### config.mk
export PLATFORM = sky130hd
export DESIGN_NAME = cdrb_rx_lane
export DESIGN_NICKNAME = d
export VERILOG_FILES = /design/src/verilog/cdrb_pkg.sv /design/src/verilog/cdrb_rx_lane.sv
export SDC_FILE = /design/constraint.sdc
export NUM_CORES = 1
export LEC_CHECK = 0
export BUFFER_PORTS_ARGS = -buffer_cell sky130_fd_sc_hd__buf_2
export CELL_PAD_IN_SITES_DETAIL_PLACEMENT = 1
export CELL_PAD_IN_SITES_GLOBAL_PLACEMENT = 1
export CORE_ASPECT_RATIO = 0.8
export CORE_MARGIN = 2
export CORE_UTILIZATION = 44
export DETAILED_ROUTE_END_ITERATION = 8
export PLACE_DENSITY_LB_ADDON = 0.1
export SLEW_MARGIN = 0
export SYNTH_ARGS = -nofsm -noshare
export SYNTH_HDL_FRONTEND = slang
export SYNTH_SLANG_ARGS = --single-unit
export TNS_END_PERCENT = 10
### constraint.sdc
create_clock -name clk_sys -period 3.45 [get_ports clk_sys]
set_input_delay 0.1725 -clock clk_sys [delete_from_list [all_inputs] [get_ports clk_sys]]
set_output_delay 0.1725 -clock clk_sys [all_outputs]
set_load 0.01 [all_outputs]
### src/verilog/cdrb_pkg.sv
// Package of constants and carrier types for the receive lock/deserialize block
package cdrb_pkg;
    localparam int NUM_CH = 4;
    localparam int WORD_MAX = 10;
    localparam int WIDTH_8 = 8;
    localparam int WIDTH_10 = 10;
    localparam int PTR_W = 3;
    localparam logic [3:0] CNT_RST = 4'h0;
    localparam logic [PTR_W-1:0] PTR_RST = 3'h0;

    typedef enum logic [1:0] {
        CDRB_BOND_X1,
        CDRB_BOND_X2,
        CDRB_BOND_X4
    } cdrb_bond_t;

    typedef enum logic [1:0] {
        CDRB_OP_TX_ONLY,
        CDRB_OP_RX_ONLY,
        CDRB_OP_TXRX
    } cdrb_op_t;

    // Per-channel lock controller inputs
    typedef struct packed {
        logic manualEn;
        logic pipeMode;
        logic sigDetect;
        logic ppmInRange;
        logic phaseOk;
        logic lockToRef;
        logic lockToData;
    } cdrb_lock_in_t;

    // Per-channel deserializer input: two bits per recovered clock edge pair
    typedef struct packed {
        logic bitRise;
        logic bitFall;
    } cdrb_ser_t;

    typedef struct packed {
        logic [WORD_MAX-1:0] data;
        logic valid;
    } cdrb_word_t;
endpackage

### src/verilog/cdrb_rx_lane.sv
// Receive lock controller, deserializer and channel bonding
`timescale 1ns/100ps
`default_nettype none

module cdrb_rx_lane #(
    parameter int NCH = cdrb_pkg::NUM_CH
) (
    input wire logic clk_sys,
    input wire logic rst_n,
    input wire logic manualPortsEn,
    input wire logic wide10,
    input wire cdrb_pkg::cdrb_bond_t bondMode,
    input wire cdrb_pkg::cdrb_op_t opMode,
    input wire logic [1:0] pllSel,
    input wire cdrb_pkg::cdrb_lock_in_t [NCH-1:0] lockIn,
    input wire cdrb_pkg::cdrb_ser_t [NCH-1:0] serIn,
    output logic [NCH-1:0] freqLocked,
    output logic [NCH-1:0] refLockState,
    output cdrb_pkg::cdrb_word_t [NCH-1:0] wordOut,
    output logic [NCH-1:0] lowClkTick,
    output logic [NCH*cdrb_pkg::PTR_W-1:0] fifoWrPtr,
    output logic [NCH-1:0] pllSelOut,
    output logic cfgError
);
    import cdrb_pkg::*;

    // Configuration legality check
    wire rxOnly = (opMode == CDRB_OP_RX_ONLY);
    wire bonded = (bondMode != CDRB_BOND_X1);
    wire badBond = bonded && rxOnly;
    wire badX2 = (bondMode == CDRB_BOND_X2) && (NCH < 2);
    wire badX4 = (bondMode == CDRB_BOND_X4) && (NCH != 4);
    wire badMode = (bondMode == 2'h3) || (opMode == 2'h3);
    wire cfgBad = badBond || badX2 || badX4 || badMode;
    wire [3:0] wordLast = wide10 ? 4'(WIDTH_10 - 2) : 4'(WIDTH_8 - 2);

    logic cfgError_q;
    always_ff @(posedge clk_sys) begin
        if (!rst_n) begin
            cfgError_q <= 1'b0;
        end else begin
            cfgError_q <= cfgBad;
        end
    end
    assign cfgError = cfgError_q;

    // Shared bonded pointer and word counter
    logic [3:0] bondCnt_q;
    logic [PTR_W-1:0] bondPtr_q;
    wire bondWrap = (bondCnt_q >= wordLast);
    always_ff @(posedge clk_sys) begin
        if (!rst_n) begin
            bondCnt_q <= CNT_RST;
            bondPtr_q <= PTR_RST;
        end else begin
            bondCnt_q <= bondWrap ? CNT_RST : bondCnt_q + 4'h2;
            bondPtr_q <= bondWrap ? bondPtr_q + 3'h1 : bondPtr_q;
        end
    end

    genvar ch;
    generate
        for (ch = 0; ch < NCH; ch++) begin : gLane
            // Channel is a bonded member for the selected mode
            wire member = (bondMode == CDRB_BOND_X4) ||
                ((bondMode == CDRB_BOND_X2) && (ch < 2));
            wire useBond = member && !cfgBad;

            // Lock controller
            wire manual = manualPortsEn && lockIn[ch].manualEn;
            wire sigLost = lockIn[ch].pipeMode && !lockIn[ch].sigDetect;
            wire autoToRef = sigLost || !lockIn[ch].ppmInRange;
            wire autoToData = lockIn[ch].ppmInRange &&
                lockIn[ch].phaseOk && !sigLost;
            wire manRef = lockIn[ch].lockToRef;
            wire manData = lockIn[ch].lockToData && !manRef;
            logic inRef_q;
            logic inRef_d;
            always_comb begin
                inRef_d = inRef_q;
                if (manual) begin
                    if (manRef) begin
                        inRef_d = 1'b1;
                    end else if (manData) begin
                        inRef_d = 1'b0;
                    end
                end else if (!inRef_q && autoToRef) begin
                    inRef_d = 1'b1;
                end else if (inRef_q && autoToData) begin
                    inRef_d = 1'b0;
                end
            end
            logic locked_q;
            always_ff @(posedge clk_sys) begin
                if (!rst_n) begin
                    inRef_q <= 1'b1;
                    locked_q <= 1'b0;
                end else begin
                    inRef_q <= inRef_d;
                    locked_q <= !inRef_d;
                end
            end
            assign freqLocked[ch] = locked_q;
            assign refLockState[ch] = inRef_q;

            // Deserializer: two bits per cycle, LSB first
            logic [WORD_MAX-1:0] shift_q;
            logic [3:0] cnt_q;
            logic [PTR_W-1:0] ptr_q;
            logic [WORD_MAX-1:0] word_q;
            logic valid_q;
            logic tick_q;
            logic pll_q;
            wire ownWrap = (cnt_q >= wordLast);
            wire wrap = useBond ? bondWrap : ownWrap;
            wire [3:0] pos = useBond ? bondCnt_q : cnt_q;
            logic [WORD_MAX-1:0] shift_d;
            always_comb begin
                shift_d = shift_q;
                shift_d[pos] = serIn[ch].bitRise;
                shift_d[pos+4'h1] = serIn[ch].bitFall;
                if (!wide10) begin
                    shift_d[WORD_MAX-1:WIDTH_8] = 2'h0;
                end
            end
            always_ff @(posedge clk_sys) begin
                if (!rst_n) begin
                    shift_q <= '0;
                    cnt_q <= CNT_RST;
                    ptr_q <= PTR_RST;
                    word_q <= '0;
                    valid_q <= 1'b0;
                    tick_q <= 1'b0;
                    pll_q <= 1'b0;
                end else begin
                    shift_q <= shift_d;
                    cnt_q <= ownWrap ? CNT_RST : cnt_q + 4'h2;
                    ptr_q <= useBond ? bondPtr_q :
                        (ownWrap ? ptr_q + 3'h1 : ptr_q);
                    valid_q <= wrap;
                    word_q <= wrap ? shift_d : word_q;
                    tick_q <= wrap;
                    pll_q <= useBond ? pllSel[0] : pllSel[ch % 2];
                end
            end
            assign wordOut[ch].data = word_q;
            assign wordOut[ch].valid = valid_q;
            assign lowClkTick[ch] = tick_q;
            assign fifoWrPtr[ch*PTR_W +: PTR_W] = ptr_q;
            assign pllSelOut[ch] = pll_q;

        end
    endgenerate
endmodule // cdrb_rx_lane

`default_nettype wire
==> results.py, run 1 <==
metrics = {
    "worst_setup_path": {
        "highest_cell_delay_on_the_worst_timing_path_ps": 540,
        "cpMaxStageDelayCell": "sky130_fd_sc_hd__o21ai_0",
        "worstPathMaxFanout": 20,
        "crit_required_ps": 3790,
        "arrival_ps": 2770,
        "ff2ff_setup_slack_ps": 1020,
        "criticalPathCategory": "register to register",
        "cp_num_buf_inv": 1,
        "cpMostUsedCell": "sky130_fd_sc_hd__o21ai_0",
        "reg2reg_from": "gLane[2].cnt_q[1]",
        "critical_path.cell_chain": "inv_1 > ha_1 > nor2b_1 > o21ai_0 > mux2_2 > o21ai_0 > a21oi_1",
        "crit_path_end_kind": "register",
        "rr_worst_depth": 7,
        "crit_family": "compound AO/OA/AOI/OAI gates",
        "critical_path_source_type": "register",
        "regToRegEndpoint": "gLane[2].word_q[0]",
    },
    "logic_synthesis": {
        "synth-seq-area-share_pct": 45.5,
        "yosys_most_used_dff": "sky130_fd_sc_hd__dfxtp_1",
        "synth_top_area_share_pct": 45.5,
        "post_synth_num_cell_types": 45,
        "synth-simple-area-share_pct": 15.0,
        "post_synthesis_compound_gate_area_fraction_pct": 14.6,
        "most_used_standard_cells_in_the_synthesized_netlist": "sky130_fd_sc_hd__dfxtp_1, sky130_fd_sc_hd__nand2_1, sky130_fd_sc_hd__a21oi_1, sky130_fd_sc_hd__mux2i_1, sky130_fd_sc_hd__o21ai_0",
        "synth.avg_cell_area_sq_um": 9.54,
        "synth.yosys.warnings": 0,
        "synth_enable_flop_cells": 0,
        "postSynth.asyncResetShare_pct": 0,
        "main_combinational_cell_family_by_area_after_synthesis": "simple AND/OR/NAND/NOR gates",
        "top_post_synthesis_cells_by_area": "sky130_fd_sc_hd__dfxtp_1, sky130_fd_sc_hd__mux2i_1, sky130_fd_sc_hd__ha_1",
        "synthCells": 581,
        "synth_area_sq_um": 5540,
        "synthAdderAreaFrac_pct": 6.32,
        "yosys.area_share.xor_xnor_pct": 2.37,
        "yosys.cell_count.top_type": "sky130_fd_sc_hd__dfxtp_1",
        "postSynthRegisterBits": 126,
        "synth.area.mux_share_pct": 9.57,
        "postSynthNetCount": 655,
        "synth_top_area_cell": "sky130_fd_sc_hd__dfxtp_1",
    },
    "place": {
        "dp_worst_setup_slack_ps": 850,
        "quantity_of_i_o_buffers_inserted_on_ports": 118,
        "dp_hpwl_mm": 10.1,
        "globalplace.congestion": 0.780,
    },
    "sta": {
        "final-setup-viol-count": 0,
        "worstMarginPinSlew_ps": 869,
        "final.setup_skew_ps": 8.19,
        "max_freq_ghz": 0.412,
        "fin_setup_tns_ps": 0,
        "hold_ws_ps": 22.4,
        "min_period_over_period_pct": 70.4,
        "timing.max_slew.rel_slack_pct": 42.1,
        "timing_max_transition_violations_final": 0,
        "post-route-min-period_ps": 2430,
        "grt_setup_unrepaired": "false",
        "worst_slack_ps": 1020,
        "finalHoldViolCount": 0,
    },
    "routing": {
        "remaining_drc_errors": 0,
        "wirelength_per_cell_microns": 16.5,
        "drt_iter0_markers": 187,
        "avgViaCountPerCell": 5.22,
        "firstDrtPassIters": 4,
        "routed_wl_mm": 14.2,
        "via_total_after_detailed_routing": 4485,
        "antenna_viol_nets_final": 0,
    },
    "global_route": {
        "first_global_vias": 4552,
        "gr-total-overflow": 0,
        "global_route.usage.total_pct": 21.7,
        "grt_pass1_wl_mm": 23.0,
        "antenna_found_initial": 0,
        "grt_max_degree": 111,
    },
    "power": {
        "net_switching_fraction_of_the_power_pct": 30.1,
        "share_clk_of_total_power_pct": 39.8,
        "share_comb_of_total_power_pct": 21.0,
        "p_per_area_nw_per_um2": 682,
        "p_int_w": 0.00320,
        "pwr-share-seq_pct": 39.3,
        "max-vdd-ir-drop_v": 0.000400,
        "p_switching_w": 0.00138,
        "p_leak_nw": 3.09,
    },
    "die": {
        "die_h_microns": 104,
        "floorplan.die_area_sq_um": 13500,
        "core_sq_um": 12300,
        "fp.dieW_microns": 130,
        "io-pin-count": 119,
        "floorplan.rows": 36,
        "initial_core_utilization_pct": 45.3,
    },
    "layout": {
        "synth_to_layout_area_growth_pct": 21.1,
        "post_route_cells_drive_above_1_share_pct": 24.1,
        "diodes": 0,
        "final.fill_count": 1445,
        "fin_util_pct": 54.8,
        "finalNetCount": 750,
    },
    "clocking": {
        "worst_setup_hold_path_clk_slew_ps": 60,
        "cts-buffers-inserted": 17,
        "cts_repair_resize_count": 0,
        "clock_tree.htree_level_count": 4,
        "clk_latency_ps": 420,
        "tritoncts": "built",
        "root_buffer": "sky130_fd_sc_hd__clkbuf_16",
        "tritoncts_num_sinks": 126,
        "clk_path_buf_depth": 2,
    },
    "worst_hold_path": {
        "min_delay_worst_endpoint": "gLane[1].pll_q",
        "timing.hold.worst.start": "pllSel[1]",
        "hp-class": "input port to register",
        "min_path_cells": 3,
    },
    "job": {
        "maxCapViolations": 0,
    },
    "run_status": {
        "outcome": "completed",
    },
}
worst register-to-register path, stage by stage, from the launching register on:
cell                      delay (ps)
sky130_fd_sc_hd__dfxtp_1         450
sky130_fd_sc_hd__inv_1           150
sky130_fd_sc_hd__ha_1            300
sky130_fd_sc_hd__nor2b_1          40
sky130_fd_sc_hd__o21ai_0         540
sky130_fd_sc_hd__mux2_2          530
sky130_fd_sc_hd__o21ai_0         170
sky130_fd_sc_hd__a21oi_1         180
layer usage:
| metal | global-route usage (%) | vias up | routed length (microns) |
|---|---|---|---|
| met4 | 7.22 | 0 | 182 |
| met3 | 5.35 | 18 | 764 |
| met1 | 27.7 | 2163 | 6570 |
| li1 | - | 2183 | - |
| met2 | 35.8 | 121 | 6700 |
| met5 | 0 | - | 0 |
logic make-up (layout without fill, tap and decap cells):
family,after synthesis,after routing
flip-flops,126,126
AND/OR/NAND/NOR,160,160
AO/OA/AOI/OAI,133,133
multiplexers,50,50
XOR/XNOR,15,15
adder cells (fa/ha/maj),28,28
buffers and inverters,69,177
power by group through the flow:
| stage | sequential [W] | combinational [W] | clock [W] |
|---|---|---|---|
| after floorplan | 0.00185 | 0.000618 | 0 |
| after global placement | 0.00181 | 0.000912 | 0 |
| final | 0.00180 | 0.000961 | 0.00182 |
| after CTS | 0.00180 | 0.000974 | 0.00185 |
| after global routing | 0.00182 | 0.00107 | 0.00193 |
| after detailed placement | 0.00183 | 0.000960 | 0 |
layout make-up:
cell class	count	area (sq um)	area share (%)
multi-input cells	386	2660	39.5
flip-flops and latches	126	2520	37.6
repair buffers	121	628	9.35
clock buffers	18	439	6.54
well taps	171	214	3.19
clock inverters	14	166	2.48
inverters	24	90.1	1.34
per-stage QoR:
| step | instances | power [W] | area [sq um] |
|---|---|---|---|
| floorplan | 581 | 0.00247 | 5540 |
| global placement | 827 | 0.00272 | 6100 |
| detailed placement | 827 | 0.00279 | 6100 |
| CTS | 860 | 0.00462 | 6720 |
| global route | 860 | 0.00483 | 6720 |
| finish | 860 | 0.00458 | 6720 |
repair_timing:
| action | in CTS | in global routing |
|---|---|---|
| setup buffers | 0 | 0 |
| hold endpoints to repair | 1 | 0 |
| hold buffers | 1 | 0 |
sequential cells by signal, indices dropped and copies added, names as in the netlist:
name / flops
bondPtr_q: 3
gLane.word_q: 40
gLane.pll_q: 3
gLane.shift_q: 40
gLane.inRef_q: 4
gLane.tick_q: 4
gLane.ptr_q: 12
cfgError: 1
gLane.locked_q: 4
gLane.cnt_q: 12
bondCnt_q: 3
cell usage in the layout, fill, tap and decap left out, types with 5 or more instances in the layout:
cell | Yosys | layout
sky130_fd_sc_hd__a21oi_1 | 44 | 44
sky130_fd_sc_hd__nor2b_1 | 41 | 41
sky130_fd_sc_hd__nor2_1 | 27 | 27
sky130_fd_sc_hd__a31oi_1 | 6 | 6
sky130_fd_sc_hd__nand2b_1 | 7 | 7
sky130_fd_sc_hd__dfxtp_1 | 126 | 126
sky130_fd_sc_hd__buf_2 | 4 | 118
sky130_fd_sc_hd__and2_1 | 15 | 15
sky130_fd_sc_hd__mux2i_1 | 44 | 44
sky130_fd_sc_hd__a32oi_1 | 7 | 7
sky130_fd_sc_hd__and3_1 | 7 | 7
sky130_fd_sc_hd__xor2_1 | 5 | 5
sky130_fd_sc_hd__ha_1 | 28 | 28
sky130_fd_sc_hd__o21ai_0 | 44 | 44
sky130_fd_sc_hd__o22ai_1 | 10 | 10
sky130_fd_sc_hd__inv_1 | 24 | 24
sky130_fd_sc_hd__xnor2_1 | 10 | 10
sky130_fd_sc_hd__clkbuf_16 | 0 | 17
sky130_fd_sc_hd__nand2_1 | 47 | 47
how the worst max path moves through the flow:
| stage | endpoint | cells after the start | slack, ps | from |
|---|---|---|---|---|
| 3_3_place_gp | gLane[0].word_q[9] | 8 | 940 | wide10 |
| 6_report | gLane[2].word_q[0] | 7 | 1020 | gLane[2].cnt_q[1] |
| 4_1_cts | gLane[2].word_q[0] | 7 | 1050 | gLane[2].cnt_q[1] |
| 5_1_grt | gLane[0].word_q[9] | 7 | 810 | gLane[0].cnt_q[1] |
| 2_1_floorplan | gLane[3].word_q[9] | 7 | 1450 | bondCnt_q[1] |
| 3_5_place_dp | gLane[3].word_q[8] | 8 | 850 | wide10 |
Note: power is estimated with default switching activity, not from simulation.
==> inputs of run 2 (changes only) <==
- ABC_AREA: unset -> 1
- CORE_UTILIZATION: 44 -> 36
- clock period: 3.45 -> 2.13 ns (I/O delays scaled with it)
==> run 2 against run 1 <==
Compared with the run above: cell count up 32%; utilization down 8.9 points; via count up 21%; critical path depth up 3; count of clock-buffer cells in the layout up 5; critical endpoint is now gLane[1].word_q[2]; largest power group is now sequential cells.
==> results.py, run 2 <==
metrics = {
    "die": {
        "fp.dieW_microns": 147,
        "die_h_microns": 119,
        "initial_core_utilization_pct": 37.1,
        "floorplan.die_area_sq_um": 17400,
        "floorplan.rows": 41,
        "core_sq_um": 15900,
        "io-pin-count": 119,
    },
    "global_route": {
        "gr-total-overflow": 0,
        "grt_pass1_wl_mm": 27.3,
        "global_route.usage.total_pct": 19.3,
        "grt_max_degree": 62,
        "first_global_vias": 5675,
        "antenna_found_initial": 0,
    },
    "layout": {
        "synth_to_layout_area_growth_pct": 23.9,
        "reg.largest.list": "gLane.shift_q (40), gLane.word_q (40)",
        "final_cell_area_sq_um": 7310,
        "finalNetCount": 982,
        "final-instance-count-excl-fill": 1135,
        "diodes": 0,
        "most-common-layout-cells": "sky130_fd_sc_hd__nand2_1, sky130_fd_sc_hd__inv_1, sky130_fd_sc_hd__dfxtp_1",
        "post_route_cells_drive_above_1_share_pct": 22.2,
        "most_common_library_cell_in_the_layout_ignoring_fill_and_taps": "sky130_fd_sc_hd__nand2_1",
    },
    "place": {
        "globalplace.congestion": 0.761,
        "dp_hpwl_mm": 11.8,
        "place_inst": 1098,
        "dpl_cell_area_sq_um": 6700,
        "quantity_of_i_o_buffers_inserted_on_ports": 118,
    },
    "clocking": {
        "root_buffer": "sky130_fd_sc_hd__clkbuf_16",
        "worst_setup_hold_path_clk_slew_ps": 50,
        "clk_latency_ps": 420,
        "tritoncts": "built",
        "clock_tree.htree_level_count": 4,
        "clk_path_buf_depth": 2,
        "tritoncts_num_sinks": 126,
        "cts-buffers-inserted": 17,
    },
    "logic_synthesis": {
        "postSynthRegisterBits": 126,
        "synth.avg_cell_area_sq_um": 7.51,
        "synth_enable_flop_cells": 0,
        "synthCells": 786,
        "synth_top_area_cell": "sky130_fd_sc_hd__dfxtp_1",
        "yosys.cell_count.top_type": "sky130_fd_sc_hd__nand2_1",
        "synth_area_sq_um": 5900,
        "synth-seq-area-share_pct": 42.8,
        "top_post_synthesis_cells_by_area": "sky130_fd_sc_hd__dfxtp_1, sky130_fd_sc_hd__nand2_1, sky130_fd_sc_hd__inv_1",
        "yosys_most_used_dff": "sky130_fd_sc_hd__dfxtp_1",
        "post_synth_num_cell_types": 30,
        "synth.yosys.warnings": 0,
        "synth_top_area_share_pct": 42.8,
        "most_used_standard_cells_in_the_synthesized_netlist": "sky130_fd_sc_hd__nand2_1, sky130_fd_sc_hd__inv_1, sky130_fd_sc_hd__dfxtp_1, sky130_fd_sc_hd__nor2_1, sky130_fd_sc_hd__nand3_1",
        "postSynthNetCount": 860,
        "postSynth.asyncResetShare_pct": 0,
    },
    "worst_hold_path": {
        "timing.hold.worst.start": "serIn[6]",
        "hp-class": "input port to register",
    },
    "worst_setup_path": {
        "critical_path_source_type": "register",
        "criticalPathCategory": "register to register",
        "reg2reg_from": "bondCnt_q[3]",
        "worstPathMaxFanout": 16,
        "crit_required_ps": 2440,
        "crit_path_end_kind": "register",
        "arrival_ps": 2240,
        "crit_start": "bondCnt_q[3]",
    },
    "sta": {
        "worstMarginPinSlew_ps": 704,
        "timing_max_transition_violations_final": 0,
        "final.setup_skew_ps": 7.31,
        "final-setup-viol-count": 0,
        "max_freq_ghz": 0.521,
        "grt_setup_unrepaired": "false",
        "finalHoldViolCount": 0,
        "post-route-min-period_ps": 1920,
        "timing.max_slew.rel_slack_pct": 53.0,
        "min_period_over_period_pct": 90.2,
    },
    "routing": {
        "antenna_viol_nets_final": 0,
        "avgViaCountPerCell": 4.77,
        "remaining_drc_errors": 0,
        "routed_wl_mm": 16.1,
        "drt_iter0_markers": 169,
        "firstDrtPassIters": 4,
        "via_total_after_detailed_routing": 5410,
        "wirelength_per_cell_microns": 14.2,
    },
    "run_status": {
        "outcome": "completed",
    },
    "job": {
        "maxCapViolations": 0,
    },
    "power": {
        "p_per_area_nw_per_um2": 1120,
        "max-vdd-ir-drop_v": 0.000622,
        "p_leak_nw": 3.88,
    },
}
[run 2: cell count changes after synthesis, moves of 10 or more]
cell,before,now
sky130_fd_sc_hd__inv_1,24,132
sky130_fd_sc_hd__nand2_1,47,151
sky130_fd_sc_hd__nand3_1,4,49
sky130_fd_sc_hd__mux2i_1,44,0
sky130_fd_sc_hd__nor2b_1,41,0
sky130_fd_sc_hd__nand4_1,0,29
sky130_fd_sc_hd__o21ai_1,1,29
sky130_fd_sc_hd__nor2_1,27,51
sky130_fd_sc_hd__and2_1,15,0
sky130_fd_sc_hd__nand3_2,0,11
sky130_fd_sc_hd__o22ai_1,10,0
[run 2: critical path: stages (launching register included)]
cell and delay, ps:
sky130_fd_sc_hd__dfxtp_2 350, sky130_fd_sc_hd__ha_1 310, sky130_fd_sc_hd__a21oi_1 210, sky130_fd_sc_hd__nand3_2 170, sky130_fd_sc_hd__nand2_1 160, sky130_fd_sc_hd__nand2_1 80, sky130_fd_sc_hd__buf_4 200, sky130_fd_sc_hd__o21ai_0 170
sky130_fd_sc_hd__inv_1 60, sky130_fd_sc_hd__nand2_1 70, sky130_fd_sc_hd__inv_1 40
[run 2: what timing repair did]
| item | CTS | global route |
|---|---|---|
| buffers inserted | 0 | 0 |
| endpoints found under the setup margin | 1 | 20 |
| endpoints found under the hold margin | 7 | 0 |
| resized for setup | 1 | 3 |
| hold buffers | 6 | 0 |
[run 2: final timing paths]
check                              to  slack, ps  cells past startpoint
hold reg to reg     gLane[0].cnt_q[1]        450                      1
setup / recovery   gLane[1].word_q[2]        210                     10
setup reg to reg   gLane[1].word_q[2]        210                     10
hold / removal    gLane[3].shift_q[7]         20                      3
[run 2: power by group]
| part | internal [W] | switching, W | total (W) |
|---|---|---|---|
| sequential | 0.00280 | 0.000244 | 0.00304 |
| clock | 0.00167 | 0.00103 | 0.00270 |
| combinational | 0.000938 | 0.00148 | 0.00242 |
| total | 0.00541 | 0.00275 | 0.00816 |
[run 2: routing by layer]
metal | global-route usage [%] | wire, microns
met1 | 22.7 | 7130
met2 | 35.3 | 8270
met3 | 4.29 | 525
met4 | 5.65 | 196
met5 | 0 | 0
[run 2: cell type report]
type | instances | area (sq um)
Tap cell | 215 | 269
Timing Repair Buffer | 147 | 861
Sequential cell | 126 | 2520
Inverter | 141 | 529
Clock buffer | 23 | 478
Clock inverter | 8 | 65.1
Multi-Input combinational cell | 475 | 2580
Fill cell | 2017 | 8590
[run 2: metrics by stage]
stage                     TNS [ps]  power, W  hold WS (ps)  setup slack (ps)  util [%]
after global routing             0   0.00874          38.6              20.9      46.0
after CTS                        0   0.00827          18.3              49.5      45.9
after global placement           0   0.00536           317               152      42.1
final                            0   0.00816          24.8               209      46.0
after floorplan                  0   0.00462           200               197         -
after detailed placement     -13.1   0.00550           327             -13.1      42.1
[run 2: logic make-up (layout without fill, tap and decap cells)]
group,count (synthesis),count (layout),share of synthesized area (%)
AOI/OAI and AO/OA,130,130,12.0
xor gates and xnor gates,9,9,1.34
adders and majority gates,28,28,5.94
buffers and inverters,185,319,13.6
DFF,126,126,42.8
and+or+nand+nor,308,308,24.4
==> inputs of run 3 (changes only) <==
- BUFFER_PORTS_ARGS: -buffer_cell sky130_fd_sc_hd__buf_2 -> unset
- CORE_UTILIZATION: 36 -> 41
- DONT_BUFFER_PORTS: unset -> 1
==> run 3 against run 2 <==
Compared with the run above: cell count fell by 13%; register-to-register slack got worse by 60 ps; wire length shrank 6.7%; clock skew down 1.7 ps; sequential power up 6%; combinational power down 21%; sequential cell count is the same; global-route usage up 0.81 points; first-iteration DRC count rose by 4.1%.
==> results.py, run 3 (synthesis results as in run 2) <==
metrics = {
    "run_status": {
        "outcome": "completed",
    },
    "worst_setup_path": {
        "highest_cell_delay_on_the_worst_timing_path_ps": 370,
        "arrival_ps": 2300,
        "cpMaxStageDelayCell": "sky130_fd_sc_hd__dfxtp_1",
        "worstPathMaxFanout": 17,
        "rr_worst_depth": 10,
        "criticalPathCategory": "register to register",
        "crit_path_end_kind": "register",
        "cp_num_buf_inv": 3,
        "crit_required_ps": 2450,
        "ff2ff_setup_slack_ps": 150,
        "reg2reg_from": "bondCnt_q[1]",
        "critical_path.cell_chain": "inv_1 > ha_1 > nand3_1 > nand3_2 > nand2_1 > nand2_1 > buf_12 > o21ai_0 > o21bai_1 > inv_1",
        "regToRegEndpoint": "gLane[1].word_q[6]",
        "critical_path_source_type": "register",
        "crit_family": "simple AND/OR/NAND/NOR gates",
    },
    "global_route": {
        "global_route.usage.total_pct": 20.2,
        "gr-total-overflow": 0,
        "antenna_found_initial": 0,
        "grt_pass1_wl_mm": 25.0,
        "grt_max_degree": 62,
        "first_global_vias": 5105,
    },
    "power": {
        "p_leak_nw": 3.34,
        "max-vdd-ir-drop_v": 0.000591,
        "p_per_area_nw_per_um2": 1170,
    },
    "layout": {
        "final-instance-count-excl-fill": 988,
        "diodes": 0,
        "synth_to_layout_area_growth_pct": 15.0,
        "reg.largest.list": "gLane.shift_q (40), gLane.word_q (40)",
        "finalNetCount": 865,
        "post_route_cells_drive_above_1_share_pct": 8.96,
        "most_common_library_cell_in_the_layout_ignoring_fill_and_taps": "sky130_fd_sc_hd__nand2_1",
        "most-common-layout-cells": "sky130_fd_sc_hd__nand2_1, sky130_fd_sc_hd__inv_1, sky130_fd_sc_hd__dfxtp_1",
    },
    "die": {
        "fp.dieW_microns": 138,
        "initial_core_utilization_pct": 41.7,
        "io-pin-count": 119,
        "floorplan.rows": 39,
        "core_sq_um": 14200,
        "die_h_microns": 111,
        "floorplan.die_area_sq_um": 15400,
    },
    "routing": {
        "via_total_after_detailed_routing": 4959,
        "drt_iter0_markers": 176,
        "routed_wl_mm": 15.0,
        "wirelength_per_cell_microns": 15.2,
        "firstDrtPassIters": 4,
        "antenna_viol_nets_final": 0,
        "remaining_drc_errors": 0,
        "avgViaCountPerCell": 5.02,
    },
    "sta": {
        "post-route-min-period_ps": 1980,
        "fin_setup_tns_ps": 0,
        "final-setup-viol-count": 0,
        "max_freq_ghz": 0.505,
        "final.setup_skew_ps": 5.61,
        "timing.max_slew.rel_slack_pct": 51.5,
        "min_period_over_period_pct": 93.0,
        "finalHoldViolCount": 0,
        "timing_max_transition_violations_final": 0,
        "worstMarginPinSlew_ps": 728,
    },
    "clocking": {
        "root_buffer": "sky130_fd_sc_hd__clkbuf_16",
        "cts-buffers-inserted": 17,
        "tritoncts": "built",
        "tritoncts_num_sinks": 126,
        "cts_post_setup_buffers_inserted": 0,
        "worst_setup_hold_path_clk_slew_ps": 50,
        "clock_tree.htree_level_count": 4,
        "clk_path_buf_depth": 2,
        "clk_latency_ps": 420,
    },
    "worst_hold_path": {
        "min_delay_worst_endpoint": "gLane[0].shift_q[9]",
        "timing.hold.worst.start": "serIn[0]",
        "hp-class": "input port to register",
        "min_path_cells": 4,
    },
    "place": {
        "dp_hpwl_mm": 10.4,
        "place_inst": 935,
        "globalplace.congestion": 0.784,
        "quantity_of_i_o_buffers_inserted_on_ports": 0,
    },
    "job": {
        "maxCapViolations": 0,
    },
}
## run 3: cell count changes in the layout (fill, tap and decap cells not counted), sizes merged
| cell | delta |
|---|---|
| clkinvlp | +1 |
| clkbuf | +3 |
| dlygate4sd3 | +14 |
| bufinv | +1 |
| buf | -131 |
| clkinv | -4 |
## run 3: through the flow
stage	power (W)	area [sq um]	hold WS, ps	setup slack [ps]	util, %
floorplan	0.00462	5900	200	197	-
global placement	0.00501	5980	207	161	42.2
detailed placement	0.00512	5980	214	123	42.2
CTS	0.00803	6770	0.297	93.0	47.8
global route	0.00847	6780	53.5	-20.3	47.9
finish	0.00795	6780	7.37	148	47.9
## run 3: layout make-up
class / count / area, sq um
inverter: 141 / 529
tap: 184 / 230
fill: 1765 / 7370
multi-input combinational: 475 / 2590
clock buffer: 26 / 489
clock inverter: 6 / 82.6
sequential: 126 / 2520
timing repair buffer: 30 / 338
## run 3: where the power goes
group          total (W)  switching (W)  internal [W]
registers        0.00323       0.000430       0.00280
clock network    0.00281        0.00100       0.00181
logic            0.00191        0.00119      0.000723
## run 3: layer usage
layer,wire length (microns),vias up,track usage [%]
met2,7350,69,35.2
met3,538,18,5.01
met4,258,0,7.76
met5,0,-,0
met1,6900,2361,23.9
li1,-,2511,-
## run 3: worst max path at each step
stage	slack [ps]	cells after the start	from	to
2_1_floorplan	200	12	wide10	gLane[1].word_q[5]
3_3_place_gp	160	9	bondCnt_q[3]	gLane[1].word_q[6]
3_5_place_dp	120	10	bondCnt_q[3]	gLane[0].word_q[0]
4_1_cts	90	9	bondCnt_q[3]	gLane[1].word_q[0]
5_1_grt	-20	10	bondCnt_q[1]	gLane[1].word_q[6]
6_report	150	10	bondCnt_q[1]	gLane[1].word_q[6]
## run 3: worst reg2reg max path, cell delays in order, from the launching register on
cell and delay [ps]:
sky130_fd_sc_hd__dfxtp_1 370, sky130_fd_sc_hd__inv_1 100, sky130_fd_sc_hd__ha_1 290, sky130_fd_sc_hd__nand3_1 130, sky130_fd_sc_hd__nand3_2 160, sky130_fd_sc_hd__nand2_1 150, sky130_fd_sc_hd__nand2_1 130, sky130_fd_sc_hd__buf_12 180
sky130_fd_sc_hd__o21ai_0 200, sky130_fd_sc_hd__o21bai_1 140, sky130_fd_sc_hd__inv_1 50
## run 3: timing repair
action,CTS,global route
gates resized for setup,0,4
endpoints found under the hold margin,109,0
endpoints found under the setup margin,0,32
hold buffers,21,0
